===== config.mk =====
export PLATFORM = sky130hd
export DESIGN_NAME = fps_top
export DESIGN_NICKNAME = d
export VERILOG_FILES = /design/src/verilog/fps_pkg.sv /design/src/verilog/fps_top.sv
export SDC_FILE = /design/constraint.sdc
export NUM_CORES = 1
export LEC_CHECK = 0
export ABC_AREA = 1
export BUFFER_PORTS_ARGS = -buffer_cell sky130_fd_sc_hd__clkbuf_2
export CORE_UTILIZATION = 43
export CTS_CLUSTER_DIAMETER = 30
export DETAILED_ROUTE_END_ITERATION = 7
export HOLD_SLACK_MARGIN = 0.05
export PLACE_DENSITY_LB_ADDON = 0.25
export SETUP_SLACK_MARGIN = 0.05
export SYNTH_ARGS = -nofsm -noshare
export SYNTH_HDL_FRONTEND = slang
export SYNTH_SLANG_ARGS = --single-unit
export TNS_END_PERCENT = 10

===== constraint.sdc =====
create_clock -name i_clk_sys -period 6 [get_ports i_clk_sys]
set_input_delay 1.5 -clock i_clk_sys [delete_from_list [all_inputs] [get_ports i_clk_sys]]
set_output_delay 1.5 -clock i_clk_sys [all_outputs]
set_load 0.1 [all_outputs]

===== src/verilog/fps_pkg.sv =====
package fps_pkg;

   // clock
   localparam int FPS_CLK_PERIOD_NS = 40;

   // special function register addresses
   localparam logic [7:0] FPS_ADDR_CMD = 8'hb9;
   localparam logic [7:0] FPS_ADDR_ADDR_HIGH = 8'hc7;
   localparam logic [7:0] FPS_ADDR_ADDR_LOW = 8'hc6;
   localparam logic [7:0] FPS_ADDR_DATA = 8'hbc;
   localparam logic [7:0] FPS_ADDR_KEY = 8'hc1;
   localparam logic [7:0] FPS_ADDR_PROT_B0 = 8'hc2;
   localparam logic [7:0] FPS_ADDR_PROT_B1 = 8'hc3;
   localparam logic [7:0] FPS_ADDR_PROT_READ = 8'hc4;
   localparam logic [7:0] FPS_ADDR_PROT_KEY = 8'hc5;
   localparam logic [7:0] FPS_ADDR_STATUS = 8'hbe;

   // status register bit positions
   localparam int FPS_STAT_BUSY = 0;
   localparam int FPS_STAT_REFUSED = 1;
   localparam int FPS_STAT_DOWNLOAD = 2;
   localparam int FPS_STAT_SCHEME = 3;

   // reset values
   localparam logic [7:0] FPS_RST_BYTE = 8'h00;
   localparam logic [7:0] FPS_RST_PROT_BYTE = 8'hff;
   localparam logic [47:0] FPS_RST_PROT_ALL = 48'hffff_ffff_ffff;

   // access key and emulator command codes
   localparam logic [7:0] FPS_ACCESS_KEY = 8'h3b;
   localparam logic [7:0] FPS_EMU_LOAD = 8'h49;
   localparam logic [7:0] FPS_EMU_STORE = 8'h46;

   // flash command codes
   localparam logic [7:0] FPS_CMD_WRITE = 8'h01;
   localparam logic [7:0] FPS_CMD_ERASE_PAGE = 8'h02;
   localparam logic [7:0] FPS_CMD_ERASE_ALL = 8'h03;
   localparam logic [7:0] FPS_CMD_READ = 8'h04;
   localparam logic [7:0] FPS_CMD_ERASE_WRITE = 8'h05;
   localparam logic [7:0] FPS_CMD_VERIFY = 8'h06;
   localparam logic [7:0] FPS_CMD_PROTECT = 8'h08;

   // protected array geometry
   localparam int FPS_PAGE_LSB = 9;
   localparam int FPS_PAGES = 32;
   localparam int FPS_PROT_BYTES = 6;

   // operation times and derived cycle counts
   localparam int FPS_T_WRITE_NS = 30000;
   localparam int FPS_T_READ_NS = 100;
   localparam int FPS_T_ERASE_PAGE_US = 20000;
   localparam int FPS_T_ERASE_ALL_US = 200000;
   localparam int FPS_T_ERASE_WRITE_US = 21000;
   localparam int FPS_CYC_WRITE = (FPS_T_WRITE_NS + FPS_CLK_PERIOD_NS - 1) / FPS_CLK_PERIOD_NS;
   localparam int FPS_CYC_READ = (FPS_T_READ_NS + FPS_CLK_PERIOD_NS - 1) / FPS_CLK_PERIOD_NS;
   localparam int FPS_CYC_ERASE_PAGE = FPS_T_ERASE_PAGE_US * 1000 / FPS_CLK_PERIOD_NS;
   localparam int FPS_CYC_ERASE_ALL = FPS_T_ERASE_ALL_US * 1000 / FPS_CLK_PERIOD_NS;
   localparam int FPS_CYC_ERASE_WRITE = FPS_T_ERASE_WRITE_US * 1000 / FPS_CLK_PERIOD_NS;
   localparam int FPS_CNT_W = 23;

   // operation sequencer states
   typedef enum logic [1:0]
   {
      FPS_IDLE = 2'b00,
      FPS_RUN = 2'b01,
      FPS_DONE = 2'b11
   } fps_phase_type;

   // emulator command from the download kernel
   typedef struct packed
   {
      logic valid;
      logic [7:0] code;
      logic [7:0] data;
   } fps_emu_type;

   // register access from the core
   typedef struct packed
   {
      logic wr;
      logic [7:0] addr;
      logic [7:0] wdata;
   } fps_sfr_type;

   // request to the flash array
   typedef struct packed
   {
      logic go;
      logic [7:0] cmd;
      logic [13:0] addr;
      logic [7:0] wdata;
      logic [47:0] prot;
   } fps_flash_type;

   // whole module state
   typedef struct packed
   {
      logic [2:0] strap_sync;
      logic strap_pending;
      logic download;
      logic [31:0] wp;
      logic [7:0] rp;
      logic [7:0] pkey;
      logic [7:0] cmd;
      logic [7:0] addr_high;
      logic [7:0] addr_low;
      logic [7:0] data;
      logic [7:0] key;
      logic [7:0] prot_b0;
      logic [7:0] prot_b1;
      logic [7:0] prot_read;
      logic [7:0] prot_key;
      logic [7:0] r0;
      logic [7:0] rdata;
      logic refused;
      fps_phase_type phase;
      logic [22:0] cnt;
      fps_flash_type flash;
   } fps_state_type;

endpackage


===== src/verilog/fps_top.sv =====
// Contract
// RULE1 - emulator register-write commands act only in download mode, else ignored
// RULE2 - emulator code 0x49 loads its data byte into working register zero
// RULE3 - emulator code 0x46 copies working register zero to the addressed register
// RULE4 - host sends load then store per register write; address high is 0xC7
// RULE5 - erased protection bits leave every page readable, writable and erasable
// RULE6 - protection works only when the last page is write/erase protected
// RULE7 - newly programmed protection takes effect only after the next reset
// RULE8 - after activation, protection clears only through a whole array erase
// RULE9 - read-and-write protected last page hides protection bits, still programmable
// RULE10 - protection bits may always go from 1 to 0, never back; code refuses 08H once a key is set unless the protection key matches
// RULE11 - op times: write 30us, page erase 20ms, all 200ms, 21ms, read 100ns
// RULE12 - writing the command register stalls the core until the op finishes
// RULE13 - no interrupts serviced during an op; timers keep counting
// RULE14 - download enable low at reset release enters serial download mode
// RULE15 - download mode runs the download kernel, flash programmable over the UART
// RULE16 - download mode refuses reads of read-protected pages
// RULE17 - download mode refuses write and erase of write-protected pages
// RULE18 - download kernel's own operations may not program the protection bits
// RULE19 - every op needs the access key written first, else it is not run
// RULE20 - command 08H programs the staged protection bytes
// RULE21 - protection settings live at 0x3FFA to 0x3FFF, a 0 bit protects
// RULE22 - one read bit guards four pages; write/erase protection is per page
// RULE23 - busy holds for the whole op and drives stall and interrupt block
`timescale 1ns/1ps
module fps_top
   import fps_pkg::*;
#(
   parameter int P_CYC_ERASE_PAGE = FPS_CYC_ERASE_PAGE,
   parameter int P_CYC_ERASE_ALL = FPS_CYC_ERASE_ALL,
   parameter int P_CYC_ERASE_WRITE = FPS_CYC_ERASE_WRITE
)
(
   input wire logic i_clk_sys,
   input wire logic i_rst,
   input wire logic i_download_enable_n,
   input wire fps_sfr_type i_sfr,
   input wire fps_emu_type i_emu,
   input wire logic [47:0] i_nv_prot,
   input wire logic [7:0] i_flash_rdata,
   output fps_flash_type o_flash,
   output logic [7:0] o_sfr_rdata,
   output logic [7:0] o_working_register_zero,
   output logic o_download_mode,
   output logic o_core_stall,
   output logic o_irq_block,
   output logic o_op_refused
);

   // elaboration check on the long counts
   localparam int MAX_CNT = (1 << FPS_CNT_W) - 1;
   if (P_CYC_ERASE_PAGE < 1 || P_CYC_ERASE_PAGE > MAX_CNT ||
       P_CYC_ERASE_ALL < 1 || P_CYC_ERASE_ALL > MAX_CNT ||
       P_CYC_ERASE_WRITE < 1 || P_CYC_ERASE_WRITE > MAX_CNT)
   begin : g_bad_count
      $error("fps_top: operation cycle count out of range");
   end

   localparam logic [22:0] CNT_WRITE = 23'(FPS_CYC_WRITE);
   localparam logic [22:0] CNT_READ = 23'(FPS_CYC_READ);
   localparam logic [22:0] CNT_PROTECT = 23'(FPS_CYC_WRITE * FPS_PROT_BYTES);
   localparam logic [22:0] CNT_ERASE_PAGE = 23'(P_CYC_ERASE_PAGE);
   localparam logic [22:0] CNT_ERASE_ALL = 23'(P_CYC_ERASE_ALL);
   localparam logic [22:0] CNT_ERASE_WRITE = 23'(P_CYC_ERASE_WRITE);

   fps_state_type state;
   fps_state_type next_state;

   // per-page permissions from the applied protection
   logic scheme_on;
   logic [FPS_PAGES-1:0] page_read_ok;
   logic [FPS_PAGES-1:0] page_write_ok;

   // scheme is off unless the last page is write protected
   assign scheme_on = ~state.wp[FPS_PAGES-1]; // [RULE6] [RULE5]

   genvar pg;
   generate
      for (pg = 0; pg < FPS_PAGES; pg++)
      begin : g_page
         // a read bit covers four pages, write bits one page each
         assign page_read_ok[pg] = ~scheme_on | state.rp[pg/4]; // [RULE22] [RULE16]
         assign page_write_ok[pg] = ~scheme_on | state.wp[pg]; // [RULE22] [RULE17]
      end
   endgenerate

   // effective register write: emulator store wins over the core
   logic emu_store;
   logic wr_en;
   logic [7:0] wr_addr;
   logic [7:0] wr_data;
   logic wr_from_emu;
   logic [4:0] cur_page;
   logic key_ok;
   logic allowed;
   logic [22:0] op_cycles;

   assign emu_store = i_emu.valid & state.download & (i_emu.code == FPS_EMU_STORE); // [RULE1]
   assign wr_from_emu = emu_store;
   assign wr_en = emu_store | i_sfr.wr;
   assign wr_addr = emu_store ? i_emu.data : i_sfr.addr; // [RULE3] [RULE4]
   assign wr_data = emu_store ? state.r0 : i_sfr.wdata; // [RULE3]
   assign cur_page = state.addr_high[5:1];
   assign key_ok = state.key == FPS_ACCESS_KEY; // [RULE19]

   // permission and duration of a command
   always_comb
   begin
      allowed = 1'b0;
      op_cycles = CNT_READ;
      case (wr_data)
         FPS_CMD_WRITE:
         begin
            allowed = page_write_ok[cur_page]; // [RULE17] [RULE9]
            op_cycles = CNT_WRITE; // [RULE11]
         end
         FPS_CMD_ERASE_PAGE:
         begin
            allowed = page_write_ok[cur_page]; // [RULE17] [RULE9]
            op_cycles = CNT_ERASE_PAGE; // [RULE11]
         end
         FPS_CMD_ERASE_ALL:
         begin
            allowed = 1'b1; // [RULE8]
            op_cycles = CNT_ERASE_ALL; // [RULE11]
         end
         FPS_CMD_READ, FPS_CMD_VERIFY:
         begin
            allowed = ~state.download | page_read_ok[cur_page]; // [RULE16] [RULE9]
            op_cycles = CNT_READ; // [RULE11]
         end
         FPS_CMD_ERASE_WRITE:
         begin
            allowed = page_write_ok[cur_page]; // [RULE17]
            op_cycles = CNT_ERASE_WRITE; // [RULE11]
         end
         FPS_CMD_PROTECT:
         begin
            // kernel code may not program protection; emulator stores may
            allowed = (~state.download | wr_from_emu) & // [RULE18]
               (state.pkey == FPS_RST_PROT_BYTE || state.prot_key == state.pkey); // [RULE10]
            op_cycles = CNT_PROTECT;
         end
         default:
         begin
            allowed = 1'b0;
            op_cycles = CNT_READ;
         end
      endcase
   end

   // next state
   always_comb
   begin
      next_state = state;
      next_state.flash.go = 1'b0;
      // three-stage strap synchroniser runs through reset
      next_state.strap_sync = {state.strap_sync[1:0], i_download_enable_n};

      // strap and protection are caught once after reset release
      if (state.strap_pending && state.strap_sync[1] == state.strap_sync[2])
      begin
         next_state.strap_pending = 1'b0;
         next_state.download = ~state.strap_sync[2]; // [RULE14] [RULE15]
         // programmed bits apply only from here on
         next_state.wp = i_nv_prot[47:16]; // [RULE7] [RULE21]
         next_state.rp = i_nv_prot[15:8]; // [RULE21]
         next_state.pkey = i_nv_prot[7:0]; // [RULE21]
      end

      // emulator load into working register zero
      if (i_emu.valid && state.download && i_emu.code == FPS_EMU_LOAD)
      begin
         next_state.r0 = i_emu.data; // [RULE1] [RULE2]
      end

      // register reads answer one cycle later
      case (i_sfr.addr)
         FPS_ADDR_CMD:
         begin
            next_state.rdata = state.cmd;
         end
         FPS_ADDR_ADDR_HIGH:
         begin
            next_state.rdata = state.addr_high;
         end
         FPS_ADDR_ADDR_LOW:
         begin
            next_state.rdata = state.addr_low;
         end
         FPS_ADDR_DATA:
         begin
            next_state.rdata = state.data;
         end
         FPS_ADDR_PROT_B0:
         begin
            next_state.rdata = state.prot_b0;
         end
         FPS_ADDR_PROT_B1:
         begin
            next_state.rdata = state.prot_b1;
         end
         FPS_ADDR_PROT_READ:
         begin
            next_state.rdata = state.prot_read;
         end
         FPS_ADDR_STATUS:
         begin
            next_state.rdata = FPS_RST_BYTE;
            next_state.rdata[FPS_STAT_BUSY] = state.phase != FPS_IDLE;
            next_state.rdata[FPS_STAT_REFUSED] = state.refused;
            next_state.rdata[FPS_STAT_DOWNLOAD] = state.download;
            next_state.rdata[FPS_STAT_SCHEME] = scheme_on;
         end
         default: next_state.rdata = FPS_RST_BYTE;
      endcase

      // register writes, ignored while an operation runs
      if (wr_en && state.phase == FPS_IDLE && !state.strap_pending)
      begin
         case (wr_addr)
            FPS_ADDR_ADDR_HIGH:
            begin
               next_state.addr_high = wr_data; // [RULE4]
            end
            FPS_ADDR_ADDR_LOW:
            begin
               next_state.addr_low = wr_data;
            end
            FPS_ADDR_DATA:
            begin
               next_state.data = wr_data;
            end
            FPS_ADDR_KEY:
            begin
               next_state.key = wr_data;
            end
            FPS_ADDR_PROT_B0:
            begin
               next_state.prot_b0 = wr_data;
            end
            FPS_ADDR_PROT_B1:
            begin
               next_state.prot_b1 = wr_data;
            end
            FPS_ADDR_PROT_READ:
            begin
               next_state.prot_read = wr_data;
            end
            FPS_ADDR_PROT_KEY:
            begin
               next_state.prot_key = wr_data;
            end
            FPS_ADDR_CMD:
            begin
               next_state.cmd = wr_data;
               next_state.key = FPS_RST_BYTE; // key is spent by any command
               if (key_ok && allowed) // [RULE19]
               begin
                  next_state.refused = 1'b0;
                  next_state.phase = FPS_RUN; // [RULE12] [RULE23]
                  next_state.cnt = op_cycles;
                  next_state.flash.go = 1'b1;
                  next_state.flash.cmd = wr_data;
                  next_state.flash.addr = {state.addr_high[5:0], state.addr_low};
                  next_state.flash.wdata = state.data;
                  // staged bytes in flash order; a set key stays as it is
                  next_state.flash.prot = {state.addr_high, state.addr_low,
                     state.prot_b1, state.prot_b0, state.prot_read,
                     (state.pkey == FPS_RST_PROT_BYTE) ? state.prot_key
                                                       : FPS_RST_PROT_BYTE}; // [RULE20]
               end
               else
               begin
                  next_state.refused = 1'b1;
               end
            end
            default:
            begin
               next_state.refused = state.refused;
            end
         endcase
      end

      // operation timing
      case (state.phase)
         FPS_IDLE:
         begin
         end
         FPS_RUN:
         begin
            if (state.cnt <= 23'h000001)
            begin
               next_state.phase = FPS_DONE;
            end
            else
            begin
               next_state.cnt = state.cnt - 23'h000001; // [RULE11]
            end
         end
         FPS_DONE:
         begin
            // read result lands as the stall drops
            if (state.flash.cmd == FPS_CMD_READ)
            begin
               next_state.data = i_flash_rdata;
            end
            next_state.phase = FPS_IDLE; // [RULE23]
         end
         default:
         begin
            next_state.phase = FPS_IDLE;
         end
      endcase

      // synchronous reset, synchroniser keeps shifting
      if (i_rst)
      begin
         next_state = '0;
         next_state.strap_sync = {state.strap_sync[1:0], i_download_enable_n};
         next_state.strap_pending = 1'b1;
         next_state.wp = FPS_RST_PROT_ALL[47:16]; // [RULE5]
         next_state.rp = FPS_RST_PROT_BYTE;
         next_state.pkey = FPS_RST_PROT_BYTE;
         next_state.prot_b0 = FPS_RST_PROT_BYTE;
         next_state.prot_b1 = FPS_RST_PROT_BYTE;
         next_state.prot_read = FPS_RST_PROT_BYTE;
         next_state.prot_key = FPS_RST_PROT_BYTE;
         next_state.phase = FPS_IDLE;
      end
   end

   // state register
   always_ff @(posedge i_clk_sys)
   begin
      state <= next_state;
   end

   // outputs straight from the state register
   assign o_flash = state.flash;
   assign o_sfr_rdata = state.rdata;
   assign o_working_register_zero = state.r0;
   assign o_download_mode = state.download;
   // phase bit 0 is set in run and done only, so busy is a plain flop bit
   assign o_core_stall = state.phase[0]; // [RULE12] [RULE23]
   assign o_irq_block = state.phase[0]; // [RULE13] [RULE23]
   assign o_op_refused = state.refused;

endmodule


==> reports/metrics.cfg <==
[clock_tree]
cts_resized = 0
cts_tree = done
post-cts-setup-buffer-count = 0
clk_latency_ns = 0.54
cts_hold_buf = 0
clock_sinks = 232
cts.path.max_buffers = 3
cts_buffers = 50
cts-root-buf = clkbuf_16
clk_pin_slew_ns = 0.05
htreeDepth = 2

[logic_synthesis]
synth_area_mm2 = 0.0112
synth_simple_gate_area_frac = 0.281
seq_area_frac_synth = 0.414
synth_fa_ha_area_frac = 0.00223
synth_top_family_by_area = simple AND/OR/NAND/NOR gates
synth-edff-count = 0
synth_cells = 1539
synth-async-reset-ratio = 0
synthMuxAreaShare = 0
ys_warn_count = 0
syn_area_per_cell_um2 = 7.28
synth_nets = 1634
yosys-top-cells-area = dfxtp_1 (41%), nand2_1 (12%), nand3_1 (7.5%)
synth_compound_area_frac = 0.142
ys_ff_latch = 232
synth_cell_types = 48
yosys.area.top_type = dfxtp_1
synth_top_area_frac = 0.414
synth-main-ff-cell = dfxtp_1
synth-xor-area-share = 0.0203

[setup_path]
start_kind = input port
cp_max_fo = 80
r2r_slack_ns = 2.02
worstPathArrival_ns = 5.05
worstPathRequired_ns = 6.44
r2r_end = o_flash[73]
rr_startpoint = cur_page[0]
end_kind = flip-flop
r2r_cells = 15
crit_type = in -> reg

[drt]
wl_per_cell_um = 15.5
top_layer_used = met4
route.detailed.drc = 0
detailroute.via_count = 10300
first_iter_violations = 739
routed_wl_um = 31000
dr_wl_met2_um = 14200
vias_per_cell = 5.16
ant_nets = 0
wl_met3_um = 1930
drt-met1-wl_um = 14000
drtPass1Iterations = 7

[pwr]
peakVddDrop_mv = 0.255
p_leak_nw = 6.21
power.density_mw_per_mm2 = 360
power.total_mw = 4.83

[floorplan]
core_area_mm2 = 0.0254
ios = 192
initial_core_util = 0.441
die_w_um = 163
row_count = 58
chipHeight_um = 163
fp.dieArea_mm2 = 0.0267

[finish]
final-seq-area_mm2 = 0.00464
drive_gt1_frac = 0.209
area_growth_pct = 19.8
n_fill_cell = 2480
multiInputGateArea_mm2 = 0.00500
nNetsFinal = 1717
final_cell_mix = nand2_1 (348), dfxtp_1 (232), clkbuf_2 (191), nand3_1 (169), inv_1 (126)
final_common_cell = nand2_1
antenna_cells = 0
fin_cells = 1993

[timing]
max_slew.worst_pin.slew_ns = 1.27
maxSlewViolCount = 0
hold_viol = 0
max_freq_mhz = 217
finalCriticalPeriod_ns = 4.62
fin_crit_sh = 0.769
grt_setup_unrepaired = false
setup_viol = 0
finalClockSkew_ns = 0.0137
setup_tns_ns = 0
slew_headroom = 0.144

[global_routing]
grt_first_pass_wirelength_um = 49100
track_usage = 0.232
gr-total-overflow = 0
antenna_found_initial = 0
grt_max_degree = 81
grt_pass1_vias = 9484

[min_path]
holdPathStages = 0
worstHoldStart = state[243]
worstHoldEndpoint = state[244]
worstHoldPathType = reg -> reg

[placement]
gp_congestion = 0.863
dp.cells = 1900
port_buffers = 191
dp_hpwl_um = 21000

[outcome]
status = finished clean

[run]
drv_cap = 0

==> synth_stat cells, types with 5 or more instances <==
library cell	count
nand2_1	348
dfxtp_1	232
nand3_1	169
inv_1	126
nor2_1	124
buf_4	101
a21oi_1	85
o21ai_0	82
clkbuf_1	38
o21ai_2	30
nand4_1	29
o211ai_1	23
buf_2	14
nor3_1	14
xor2_1	14
o21ai_1	13
buf_1	12
xnor2_1	12
o22ai_1	7
a221oi_1	5
nor2_2	5
==> state kept, by name, summed over array words and instances (netlist names) <==
signal and flops:
o_op_refused 1, state 142, o_sfr_rdata 8, cur_page 5, page_write_ok 1, o_download_mode 1
o_core_stall 1, o_flash 65, o_working_register_zero 8
==> cells by family (layout without fill, tap and decap cells) <==
kind of cell,Yosys count,after routing
fa+ha+maj,2,2
xor+xnor,26,26
buf+inv,303,427
compound gates,262,262
flops,232,232
simple gates,714,714
==> worst max-delay path, stage by stage <==
cell	delay, ns
clkbuf_2	0.09
nor2_2	0.48
nand3_4	0.38
nand2_1	0.14
nand2_1	0.36
nand2_1	0.22
inv_1	0.09
nand2_1	0.08
nand2_1	0.06
nor2_1	0.08
nand2_1	0.24
nand2_4	0.16
buf_4	0.64
nand2_2	0.25
o22ai_2	0.21
==> cell type report <==
class                      count  share of cell area
sequential                   232               0.346
clock buffer                  62               0.102
inverter                     133              0.0376
tap                          330              0.0308
timing repair buffer         201              0.0768
clock inverter                31              0.0349
multi-input combinational   1004               0.372
==> layer usage <==
layer / GRT usage / up-vias
met4: 0.0790 / 0
met1: 0.307 / 4692
met3: 0.0343 / 57
met5: 0 / -
li1: - / 5159
met2: 0.382 / 385
==> metrics by stage <==
step,hold slack [ns],area (um2),utilization,worst slack [ns]
5_1_grt,0.336,13400,0.529,1.05
6_report,0.326,13400,0.529,1.38
3_3_place_gp,0.314,11600,0.456,1.05
3_5_place_dp,0.318,11600,0.456,0.951
4_1_cts,0.330,13400,0.529,1.48
2_1_floorplan,0.310,11200,-,2.60
==> where the power goes <==
group	total [mW]	switching, mW	internal (mW)
Sequential	1.61	0.0261	1.59
Clock	2.96	0.878	2.08
Combinational	0.258	0.173	0.0846
Total	4.83	1.08	3.75
==> worst max path at each step <==
stage	start	to	slack, ns
6_report	i_emu[8]	o_flash[73]	1.38
3_5_place_dp	i_emu[8]	o_flash[73]	0.95
3_3_place_gp	i_emu[8]	o_flash[73]	1.05
5_1_grt	i_emu[8]	o_flash[73]	1.05
2_1_floorplan	i_emu[16]	state[86]	2.60
4_1_cts	i_emu[8]	o_flash[73]	1.48
No activity file was read; power rests on OpenSTA's default activity.
